**config.mk**
```make
export PLATFORM = sky130hd
export DESIGN_NAME = fac_top
export DESIGN_NICKNAME = d
export VERILOG_FILES = /design/src/fac_pkg.sv /design/src/fac_top.sv /design/src/fac_nvm_timer.sv
export VERILOG_INCLUDE_DIRS = /design/src /design/src/src
export SDC_FILE = /design/constraint.sdc
export NUM_CORES = 1
export LEC_CHECK = 0
export BUFFER_PORTS_ARGS = -buffer_cell sky130_fd_sc_hd__buf_2
export CAP_MARGIN = 15
export CORE_MARGIN = 2
export CORE_UTILIZATION = 59
export DETAILED_ROUTE_END_ITERATION = 7
export PLACE_DENSITY = 0.77
export SYNTH_ARGS = -nofsm -noshare
export SYNTH_HDL_FRONTEND = slang
export SYNTH_HIERARCHICAL = 1
export SYNTH_SLANG_ARGS = --single-unit
```
**constraint.sdc**
```tcl
create_clock -name MCLK_IN -period 3.5 [get_ports MCLK_IN]
set_input_delay 0.35 -clock MCLK_IN [delete_from_list [all_inputs] [get_ports MCLK_IN]]
set_output_delay 0.35 -clock MCLK_IN [all_outputs]
set_load 0.01 [all_outputs]
```
**src/fac_params.svh**
```systemverilog
// constants for the fault alert and capture block
`ifndef FAC_PARAMS_SVH
`define FAC_PARAMS_SVH
`define FAC_CLK_MHZ 25
`define FAC_SAVE_MIN_US 700
`define FAC_SAVE_MAX_US 1400
`define FAC_SAVE_MIN_CYC (`FAC_SAVE_MIN_US * `FAC_CLK_MHZ)
`define FAC_SAVE_MAX_CYC (`FAC_SAVE_MAX_US * `FAC_CLK_MHZ)
`define FAC_CAP_BYTES 22
`define FAC_MISC_CAP_BIT 1
`define FAC_STORE_LOAD 8'h01
`define FAC_STORE_SAVE 8'h02
`define FAC_NFAULT 8
`define FAC_INIT_CYC 16
`endif

```
**src/fac_pkg.sv**
```systemverilog
// types for the fault alert and capture block
package fac_pkg;
  typedef enum logic [2:0] {
    ST_INIT, ST_IDLE, ST_SAVE, ST_LOAD, ST_READ
  } fac_state_type;
  typedef enum logic [1:0] {
    SRC_DEFAULT, SRC_USER, SRC_NONE
  } fac_src_type;
endpackage

```
**src/fac_top.sv**
```systemverilog
// fault alert, telemetry and parametric capture logic
`timescale 1ns/1ps
`default_nettype none
`include "fac_params.svh"
// Contract
// - pull alert low on enabled active fault
// - alert stays low while faults remain
// - telemetry readable at any time
// - capture active only when setup bit 1
// - capture read as 22 byte block
// - store value 1 loads saved set
// - store value 2 saves when disabled
// - shutdown fault saves capture automatically; the code saves only when that fault's alert enable bit is set
// - retry faults never trigger save
// - save takes 700 to 1400 us
// - check stores at initialization
// - default restore allowed, factory may be withheld
module fac_top #(
  parameter int SAVE_MIN = `FAC_SAVE_MIN_CYC,
  parameter int SAVE_MAX = `FAC_SAVE_MAX_CYC
) (
  // clock and reset
  input wire logic MCLK_IN,
  input wire logic RESETN_IN,
  // faults, from pins
  input wire logic [7:0] FAULT_IN,
  input wire logic [7:0] FAULT_ALERT_EN_IN,
  input wire logic [7:0] FAULT_SHUTDOWN_IN,
  input wire logic OUTPUT_ENABLED_IN,
  // alert response
  input wire logic ARA_ACK_IN,
  output logic FAULT_ALERT_LINE_N_OUT,
  output logic FAULT_ALERT_LINE_OE_OUT,
  // telemetry
  input wire logic [15:0] VIN_IN,
  input wire logic [15:0] VOUT_IN,
  input wire logic [15:0] IOUT_IN,
  input wire logic [15:0] TEMP_IN,
  input wire logic [15:0] FREQ_IN,
  input wire logic [15:0] DUTY_IN,
  input wire logic [2:0] TLM_SEL_IN,
  output logic [15:0] TLM_DATA_OUT,
  // capture control
  input wire logic [7:0] MISC_SETUP_IN,
  input wire logic STORE_WR_IN,
  input wire logic [7:0] STORE_DATA_IN,
  input wire logic BLOCK_PREP_IN,
  input wire logic CAP_RD_IN,
  output logic [7:0] CAP_BYTE_OUT,
  output logic CAP_VALID_OUT,
  output logic CAP_LAST_OUT,
  output logic NVM_BUSY_OUT,
  // stores
  input wire logic DEFAULT_STORED_IN,
  input wire logic USER_STORED_IN,
  input wire logic RESTORE_DEFAULT_IN,
  input wire logic RESTORE_FACTORY_IN,
  input wire logic FACTORY_ALLOWED_IN,
  output logic [1:0] CFG_SRC_OUT,
  output logic INIT_DONE_OUT,
  output logic RESTORE_DONE_OUT
);
  logic rst_s1_q, rst_n;
  always_ff @(posedge MCLK_IN or negedge RESETN_IN) begin
    if (!RESETN_IN) begin
      rst_s1_q <= 1'b0;
      rst_n <= 1'b0;
    end else begin
      rst_s1_q <= 1'b1;
      rst_n <= rst_s1_q;
    end
  end

  // fault and ack pin inputs through two flops
  logic [7:0] flt_s1_q, flt_q;
  logic ack_s1_q, ack_q;
  always_ff @(posedge MCLK_IN or negedge rst_n) begin
    if (!rst_n) begin
      flt_s1_q <= 8'h00;
      flt_q <= 8'h00;
      ack_s1_q <= 1'b0;
      ack_q <= 1'b0;
    end else begin
      flt_s1_q <= FAULT_IN;
      flt_q <= flt_s1_q;
      ack_s1_q <= ARA_ACK_IN;
      ack_q <= ack_s1_q;
    end
  end

  // alert: new enabled fault asserts; ack releases only if no fault left
  logic [7:0] flt_prev_q;
  logic [7:0] act;
  logic alert_q;
  assign act = flt_q & FAULT_ALERT_EN_IN;
  always_ff @(posedge MCLK_IN or negedge rst_n) begin
    if (!rst_n) begin
      flt_prev_q <= 8'h00;
      alert_q <= 1'b0;
    end else begin
      flt_prev_q <= act;
      if (|(act & ~flt_prev_q)) begin
        alert_q <= 1'b1;
      end else if (ack_q && act == 8'h00) begin
        alert_q <= 1'b0;
      end
      // an ack with faults still active leaves the line low
    end
  end
  always_ff @(posedge MCLK_IN or negedge rst_n) begin
    if (!rst_n) begin
      FAULT_ALERT_LINE_N_OUT <= 1'b1;
      FAULT_ALERT_LINE_OE_OUT <= 1'b0;
    end else begin
      FAULT_ALERT_LINE_N_OUT <= 1'b0;
      FAULT_ALERT_LINE_OE_OUT <= alert_q;
    end
  end

  // telemetry mux, always live
  function automatic logic [15:0] tlm_pick(input logic [2:0] s, input logic [95:0] v);
    tlm_pick = (s < 3'd6) ? v[16*s +: 16] : 16'h0000;
  endfunction
  logic [95:0] tlm_all;
  assign tlm_all = {DUTY_IN, FREQ_IN, TEMP_IN, IOUT_IN, VOUT_IN, VIN_IN};
  always_ff @(posedge MCLK_IN or negedge rst_n) begin
    if (!rst_n) begin
      TLM_DATA_OUT <= 16'h0000;
    end else begin
      TLM_DATA_OUT <= tlm_pick(TLM_SEL_IN, tlm_all);
    end
  end

  // capture RAM and non-volatile copy
  logic [7:0] ram_q [`FAC_CAP_BYTES];
  logic [7:0] nvm_q [`FAC_CAP_BYTES];
  logic cap_en;
  assign cap_en = MISC_SETUP_IN[`FAC_MISC_CAP_BIT];
  logic [7:0] live [`FAC_CAP_BYTES];
  always_comb begin
    for (int i = 0; i < `FAC_CAP_BYTES; i++) begin
      live[i] = (i < 12) ? tlm_all[8*i +: 8] : (i == 12 ? flt_q : 8'h00);
    end
  end

  fac_pkg::fac_state_type st_q;
  logic [4:0] idx_q;
  logic [4:0] init_q;
  logic tmr_start, tmr_done, auto_save;
  assign auto_save = cap_en && |(act & FAULT_SHUTDOWN_IN & ~flt_prev_q);
  assign tmr_start = (st_q == fac_pkg::ST_SAVE);

  fac_nvm_timer #(.SAVE_MIN(SAVE_MIN), .SAVE_MAX(SAVE_MAX)) u_tmr (
    .clk_in(MCLK_IN),
    .rst_n_in(rst_n),
    .start_in(tmr_start),
    .block_in(BLOCK_PREP_IN),
    .done_out(tmr_done)
  );

  always_ff @(posedge MCLK_IN or negedge rst_n) begin
    if (!rst_n) begin
      st_q <= fac_pkg::ST_INIT;
      idx_q <= 5'd0;
      init_q <= 5'd0;
    end else begin
      case (st_q)
        fac_pkg::ST_INIT: begin
          init_q <= init_q + 5'd1;
          if (init_q == 5'(`FAC_INIT_CYC - 1)) begin
            st_q <= fac_pkg::ST_IDLE;
          end
        end
        fac_pkg::ST_IDLE: begin
          if (auto_save) begin
            st_q <= fac_pkg::ST_SAVE;
          end else if (cap_en && STORE_WR_IN && STORE_DATA_IN == `FAC_STORE_SAVE
                       && !OUTPUT_ENABLED_IN) begin
            st_q <= fac_pkg::ST_SAVE;
          end else if (cap_en && STORE_WR_IN && STORE_DATA_IN == `FAC_STORE_LOAD) begin
            st_q <= fac_pkg::ST_LOAD;
          end else if (cap_en && CAP_RD_IN) begin
            idx_q <= 5'd0;
            st_q <= fac_pkg::ST_READ;
          end
        end
        fac_pkg::ST_SAVE: begin
          if (tmr_done) begin
            st_q <= fac_pkg::ST_IDLE;
          end
        end
        fac_pkg::ST_LOAD: st_q <= fac_pkg::ST_IDLE;
        fac_pkg::ST_READ: begin
          idx_q <= idx_q + 5'd1;
          if (idx_q == 5'(`FAC_CAP_BYTES - 1)) begin
            st_q <= fac_pkg::ST_IDLE;
          end
        end
        default: st_q <= fac_pkg::ST_IDLE;
      endcase
    end
  end

  // ram follows live data while capture is on, except during a readout or while a loaded set is held for readout
  logic held_q;
  always_ff @(posedge MCLK_IN) begin
    for (int i = 0; i < `FAC_CAP_BYTES; i++) begin
      if (st_q == fac_pkg::ST_LOAD) begin
        ram_q[i] <= nvm_q[i];
      end else if (cap_en && !held_q && st_q != fac_pkg::ST_READ) begin
        ram_q[i] <= live[i];
      end
      if (st_q == fac_pkg::ST_SAVE && tmr_done) begin
        nvm_q[i] <= ram_q[i];
      end
    end
  end
  always_ff @(posedge MCLK_IN or negedge rst_n) begin
    if (!rst_n) begin
      held_q <= 1'b0;
    end else if (st_q == fac_pkg::ST_LOAD) begin
      held_q <= 1'b1;
    end else if (st_q == fac_pkg::ST_READ && idx_q == 5'(`FAC_CAP_BYTES - 1)) begin
      held_q <= 1'b0;
    end
  end

  // readout and status
  always_ff @(posedge MCLK_IN or negedge rst_n) begin
    if (!rst_n) begin
      CAP_BYTE_OUT <= 8'h00;
      CAP_VALID_OUT <= 1'b0;
      CAP_LAST_OUT <= 1'b0;
      NVM_BUSY_OUT <= 1'b0;
      INIT_DONE_OUT <= 1'b0;
    end else begin
      CAP_VALID_OUT <= (st_q == fac_pkg::ST_READ);
      CAP_BYTE_OUT <= (st_q == fac_pkg::ST_READ) ? ram_q[idx_q] : 8'h00;
      CAP_LAST_OUT <= (st_q == fac_pkg::ST_READ) && idx_q == 5'(`FAC_CAP_BYTES - 1);
      NVM_BUSY_OUT <= (st_q == fac_pkg::ST_SAVE);
      INIT_DONE_OUT <= (st_q != fac_pkg::ST_INIT);
    end
  end

  // configuration source; user store wins, factory restore may be barred
  always_ff @(posedge MCLK_IN or negedge rst_n) begin
    if (!rst_n) begin
      CFG_SRC_OUT <= 2'(fac_pkg::SRC_NONE);
      RESTORE_DONE_OUT <= 1'b0;
    end else begin
      RESTORE_DONE_OUT <= 1'b0;
      if (st_q == fac_pkg::ST_INIT && init_q == 5'(`FAC_INIT_CYC - 1)) begin
        CFG_SRC_OUT <= USER_STORED_IN ? 2'(fac_pkg::SRC_USER) :
                       DEFAULT_STORED_IN ? 2'(fac_pkg::SRC_DEFAULT) :
                       2'(fac_pkg::SRC_NONE);
      end else if (st_q != fac_pkg::ST_INIT && RESTORE_DEFAULT_IN && DEFAULT_STORED_IN) begin
        CFG_SRC_OUT <= 2'(fac_pkg::SRC_DEFAULT);
        RESTORE_DONE_OUT <= 1'b1;
      end else if (st_q != fac_pkg::ST_INIT && RESTORE_FACTORY_IN && FACTORY_ALLOWED_IN) begin
        CFG_SRC_OUT <= 2'(fac_pkg::SRC_NONE);
        RESTORE_DONE_OUT <= 1'b1;
      end
    end
  end

  chk_alert_on_fault: assert property (@(posedge MCLK_IN) disable iff (!rst_n)
    (|(act & ~flt_prev_q)) |=> ##1 FAULT_ALERT_LINE_OE_OUT) else $error("alert not driven");
  chk_alert_holds: assert property (@(posedge MCLK_IN) disable iff (!rst_n)
    (alert_q && act != 8'h00) |=> alert_q) else $error("alert released with faults");
  chk_alert_release: assert property (@(posedge MCLK_IN) disable iff (!rst_n)
    (alert_q && ack_q && act == 8'h00 && !(|(act & ~flt_prev_q))) |=> !alert_q)
    else $error("alert not released");
  chk_tlm_live: assert property (@(posedge MCLK_IN) disable iff (!rst_n)
    (TLM_SEL_IN == 3'd0) |=> TLM_DATA_OUT == $past(VIN_IN)) else $error("telemetry stale");
  chk_read_len: assert property (@(posedge MCLK_IN) disable iff (!rst_n)
    $rose(CAP_VALID_OUT) |-> ##21 CAP_LAST_OUT) else $error("block length wrong");
  chk_cap_gate: assert property (@(posedge MCLK_IN) disable iff (!rst_n)
    (st_q == fac_pkg::ST_IDLE && !cap_en) |=> st_q == fac_pkg::ST_IDLE)
    else $error("capture active while disabled");
  chk_save_disabled: assert property (@(posedge MCLK_IN) disable iff (!rst_n)
    (st_q == fac_pkg::ST_IDLE && !auto_save && OUTPUT_ENABLED_IN) |=> st_q != fac_pkg::ST_SAVE)
    else $error("save while enabled");
  chk_retry_nosave: assert property (@(posedge MCLK_IN) disable iff (!rst_n)
    (st_q == fac_pkg::ST_IDLE && !STORE_WR_IN && (act & FAULT_SHUTDOWN_IN) == 8'h00)
    |=> st_q != fac_pkg::ST_SAVE) else $error("retry fault saved");
  chk_save_min: assert property (@(posedge MCLK_IN) disable iff (!rst_n)
    $rose(tmr_start) |=> tmr_start [*8]) else $error("save too short");
  chk_load_held: assert property (@(posedge MCLK_IN) disable iff (!rst_n)
    (st_q == fac_pkg::ST_LOAD) |=> held_q) else $error("load not held");
endmodule // fac_top
`default_nettype wire

```
**src/fac_nvm_timer.sv**
```systemverilog
// save duration timer for the non-volatile capture store
`timescale 1ns/1ps
`default_nettype none
`include "fac_params.svh"
module fac_nvm_timer #(
  parameter int SAVE_MIN = `FAC_SAVE_MIN_CYC,
  parameter int SAVE_MAX = `FAC_SAVE_MAX_CYC
) (
  input wire logic clk_in,
  input wire logic rst_n_in,
  input wire logic start_in,
  input wire logic block_in,
  output logic done_out
);
  logic [15:0] cnt_q;
  logic busy_q;
  // block prepared data takes the long figure
  always_ff @(posedge clk_in or negedge rst_n_in) begin
    if (!rst_n_in) begin
      cnt_q <= 16'h0000;
      busy_q <= 1'b0;
    end else if (start_in && !busy_q) begin
      busy_q <= 1'b1;
      cnt_q <= block_in ? 16'(SAVE_MAX - 1) : 16'(SAVE_MIN - 1);
    end else if (busy_q) begin
      if (cnt_q == 16'h0000) begin
        busy_q <= 1'b0;
      end else begin
        cnt_q <= cnt_q - 16'h0001;
      end
    end
  end
  assign done_out = busy_q && (cnt_q == 16'h0000);
endmodule // fac_nvm_timer
`default_nettype wire

```
* Word-level counts from Yosys, hierarchy flattened
Memories as Yosys holds them, arrays and structs flattened. Index checks and enable logic that the tools add are counted.
Cells by class: $add $sub $neg 3, $lt $le $gt $ge 1, equality and inequality tests 18, shift-type cells 1, muxes and demuxes 63, bitwise operators 27, reductions and logical operators 35
Operator list (count):
- 2-to-1 mux 8 bit | 23
- indexed part select 96 x 8 -> 16 bit | 1
- 2-to-1 mux 16 bit | 5
- AND 8 bit | 4
- OR 1 bit | 22
- 2-to-1 mux 3 bit | 7
- 2-to-1 mux 5 bit | 4
- logical AND 1 bit | 18
- 2-to-1 mux 1 bit | 17
- zero test 16 bit | 1
- OR reduction 8 bit | 2
- subtractor 16 x 1 -> 16 bit (second input constant) | 1
- inequality test 2 bit (second input constant) | 6
- one-hot mux 3 bit (4 select lines) | 1
- adder 5 x 1 -> 5 bit (second input constant) | 2
- 2-to-1 mux 2 bit | 5
- one-hot mux 5 bit (2 select lines) | 1
- equality test 8 x 1 -> 1 bit (second input constant) | 1
- equality test 8 x 2 -> 1 bit (second input constant) | 1
- zero test 8 bit | 1
- NOT 8 bit | 1
- nonzero test 2 bit | 4
- equality test 3 x 2 -> 1 bit (second input constant) | 2
- nonzero test 3 bit | 2
- other kinds (13) | 16
Word-level totals: register bits 93, bits in writable memories 352, logic and storage cells 174, memories kept 2
Memory list:
- nvm_q | words 22, bits a word 8, rd ports 22, clocked after memory_dff 0, wr ports 22, RTL line fac_top.sv:136 | logic [7:0] nvm_q [`FAC_CAP_BYTES];
- ram_q | words 22, bits a word 8, rd ports 23, clocked after memory_dff 0, wr ports 22, RTL line fac_top.sv:135 | logic [7:0] ram_q [`FAC_CAP_BYTES];

* Depth between registers and ports, before layout
word-level depth 7, depth in mapped cells 11

* Hierarchy
Netlist, hierarchy kept.
Modules (own cells, without submodules):
- fac_top | times used 1, cells an instance 935, area an instance 17390.4 sq um, sequential area each 12394.4 sq um
- fac_nvm_timer | times used 1, cells an instance 101, area an instance 978.4 sq um, sequential area each 425.4 sq um

* Worst setup path after synthesis
Ideal clock, no wire load.
path type flip-flop to flip-flop, from register u_tmr.cnt_q[11], to memory nvm_q[0][0] (enable), arrival 5.578 ns, data required time 2.943 ns, slack -2.635 ns, stages on the path, launching flop included 5, period minus slack after synthesis 6.135 ns, cell sequence dfrtp_1 -> or4_1 -> or2_1 -> nor3_2 -> and2_1
RTL lines:
- from (decl) | RTL line fac_nvm_timer.sv:15 | logic [15:0] cnt_q;
- from (signal assigned) | RTL line fac_nvm_timer.sv:24 | cnt_q <= block_in ? 16'(SAVE_MAX - 1) : 16'(SAVE_MIN - 1);
- from (signal assigned) | RTL line fac_nvm_timer.sv:29 | cnt_q <= cnt_q - 16'h0001;
- to (decl) | RTL line fac_top.sv:136

==> reports/summary.txt <==
core area -> 30600 um2
CTS Buf Count -> 45
Synth Instances -> 1036
Die ar. -> 32600 um2
post-synthesis mux area share -> 15.9%
vias in the first global route -> 10236
Final Max Slew Viols -> 0
hold_ws -> 0.0678 ns
DRC viols -> 0
die span in x -> 180 um
Final Cycle Share -> 80.4%
root buf cell -> clkbuf_16
share of cells above drive strength 1 -> 36.0%
DR iter-0 viols -> 917
Post-DP HPWL -> 24600 um
most frequent cells in the layout -> edfxtp_1, buf_2, dfrtp_1
Place WS -> 0.699 ns
Tot GR Track Use -> 24.0%
Synth Area in Simple Gates -> 6.45%
CTS tree -> done
slowest stage delay, CP -> 0.65 ns
Post-Synth Adder-Cell Area -> 0.341%
distinct cell type count after synthesis -> 73
antenna-violating nets left -> 0
row count -> 64
worst-margin pin slew -> 0.969 ns
Clock Latency Late Sink -> 0.55 ns
Final setup viols -> 0
final worst slack -> 0.687 ns
htree depth -> 2
Ys Warns -> 6
Fin. Hold Viols -> 0
Area Overhead vs Synth -> 16.3%
CP Capture Type -> flop
first-pass GRT wire length -> 60000 um
Hold/Removal Path Class -> in2reg
Worst Path Required -> 3.70 ns
ys async rst share -> 20.9%
Routed wire per std cell -> 23.2 um
Initial Utilization -> 60.0%
Chip Height -> 180 um
Synth Flop Type -> edfxtp_1
mapped cell area -> 18400 um2
commonest non-fill, non-tap cell in the layout -> edfxtp_1
vias -> 10133
Worst setup SP type -> flop
pin count of the biggest net entering global routing -> 69
critical path class -> reg2reg
Max Clk Rate -> 0.355 GHz
sequential share of the synthesized area -> 69.8%
outcome -> complete, no violations
largest family of logic cells by synthesized area -> multiplexers
CTS Buffer Depth -> 3
Post-Synth XOR/XNOR Area -> 0.524%
Vias/cell -> 6.04
worst path cell trace -> or4_1 > or2_1 > nor3_2 > and2_4 > buf_12
Max Cap Viol -> 0
Slowest-stage cell, CP -> or4_1
Post-synth EDFFs -> 344
relative slew slack -> 35.3%
TritonCTS Sinks -> 445
Reg clk slew, reported paths -> 0.06 ns
CP Max Fanout -> 68
Seq cells post-synth -> 445
final WL -> 39000 um
Pwr Density -> 746 nW/um2
Final Critical Period -> 2.81 ns
final net count -> 1397
Arrival @ worst endpoint -> 3.02 ns
antenna violations before repair -> 7
synthesized area per cell -> 17.7 um2
# IOs -> 184
PortBufs -> 176
RSZ-0062 raised after global routing -> false
routability cong. -> 0.855
Peak VDD IR -> 428 uV
Pleak -> 8.17 nW
total global routing overflow -> 0
net count after synthesis -> 1192
Compound-Gate Fraction of Synth Area -> 4.13%
TritonRoute pass-1 iters -> 5
Layout Skew -> 0.0219 ns
[cell families (layout without fill, tap and decap cells)]
logic type | count (synthesis) | count (layout)
flops | 445 | 445
simple gates | 194 | 194
mux | 188 | 188
compound gates | 102 | 102
buf+inv | 89 | 331
xor+xnor | 11 | 11
fa+ha+maj | 5 | 5
other cells | 2 | 7
[path summary, 6_finish.rpt]
| path | start | end | slack [ns] | cells after the start |
|---|---|---|---|---|
| max | u_tmr/cnt_q[11] | nvm_q[9][0] | 0.69 | 5 |
| min | FAULT_ALERT_EN_IN[5] | flt_prev_q[5] | 0.07 | 3 |
| max reg2reg | u_tmr/cnt_q[11] | nvm_q[9][0] | 0.69 | 5 |
| min reg2reg | rst_n | CAP_BYTE_OUT[5] | 0.26 | 0 |
| max in group asynchronous | rst_n | FAULT_ALERT_LINE_N_OUT | 2.38 | 1 |
| min in group asynchronous | RESETN_IN | rst_n | 0.13 | 2 |
[cells in the mapped netlist (all sizes together), types with 3 or more instances]
| cell type | instances | area [um2] |
|---|---|---|
| nand2b | 9 | 56.3 |
| a221oi | 9 | 110 |
| nand3 | 3 | 15.0 |
| dfrtp | 91 | 2280 |
| o211ai | 4 | 30.0 |
| dfxtp | 8 | 160 |
| nor3 | 9 | 55.1 |
| edfxtp | 344 | 10300 |
| nand4 | 5 | 31.3 |
| xnor2 | 6 | 52.6 |
| mux2i | 27 | 270 |
| and3 | 3 | 18.8 |
| nand2 | 38 | 143 |
| o21ai | 12 | 60.1 |
| nand4b | 11 | 96.3 |
| and2 | 70 | 438 |
| xor2 | 5 | 43.8 |
| mux2 | 105 | 1390 |
| nor3b | 5 | 58.8 |
| o22ai | 26 | 163 |
| inv | 37 | 139 |
| nor2b | 4 | 25.0 |
| nor4b | 3 | 26.3 |
| ha | 5 | 62.6 |
| clkbuf | 18 | 75.1 |
| or2 | 3 | 18.8 |
| buf | 34 | 302 |
| mux4 | 56 | 1260 |
| a22o | 18 | 158 |
| nor4 | 6 | 43.8 |
| a21oi | 14 | 70.1 |
| nor2 | 13 | 48.8 |
[cell type report]
class	count	area (um2)
inverters	37	143
multi-input cells	502	5050
clock buffers	65	1370
diodes	5	12.5
well taps	396	495
flip-flops and latches	445	12800
clock inverters	19	200
fillers	1910	9220
repair buffers	210	1270
[registers in the layout, summed over array words and instances, names as in the netlist, 2 cells and up]
signal,flops
u_tmr/cnt_q,16
TLM_DATA_OUT,16
CAP_BYTE_OUT,8
ram_q,176
CFG_SRC_OUT,2
nvm_q,176
idx_q,5
st_q,3
flt_prev_q,8
init_q,5
flt_q,8
flt_s1_q,8
[power by group]
group | switching [W] | internal, W | total, W | leakage [nW]
registers | 0.000652 | 0.00680 | 0.00745 | 4.32
logic | 0.00186 | 0.00163 | 0.00349 | 3.08
clock network | 0.00200 | 0.00301 | 0.00501 | 0.773
total | 0.00451 | 0.0114 | 0.0159 | 8.17
[metrics by stage]
stage               total power, W  utilization (%)  TNS, ns  cells  cell area, um2
floorplan                  0.00992                -   -86.08   1036           18400
global placement            0.0109             64.4        0   1580           19700
detailed placement          0.0110             64.4        0   1580           19700
CTS                         0.0160             69.8        0   1674           21400
global route                0.0166             69.8        0   1677           21400
finish                      0.0159             69.9        0   1679           21400
[critical path: cells and delay by family, from the launching register on]
kind | cells | cell delay (ns)
buf+inv | 1 | 0.37
flops | 1 | 0.43
simple gates | 4 | 1.64
[metal layers]
metal,vias up,routed length [um],GRT usage [%]
met2,411,18300,37.1
met4,6,1040,8.10
met3,66,2760,4.91
li1,4447,-,-
met5,-,34,0
met1,5203,16900,34.7
[timing repair]
action,CTS,global route
hold buffers,10,0
resized for setup,0,0
hold endpoints to repair,11,0
setup buffers,0,0
(Power assumes the default switching activity.)
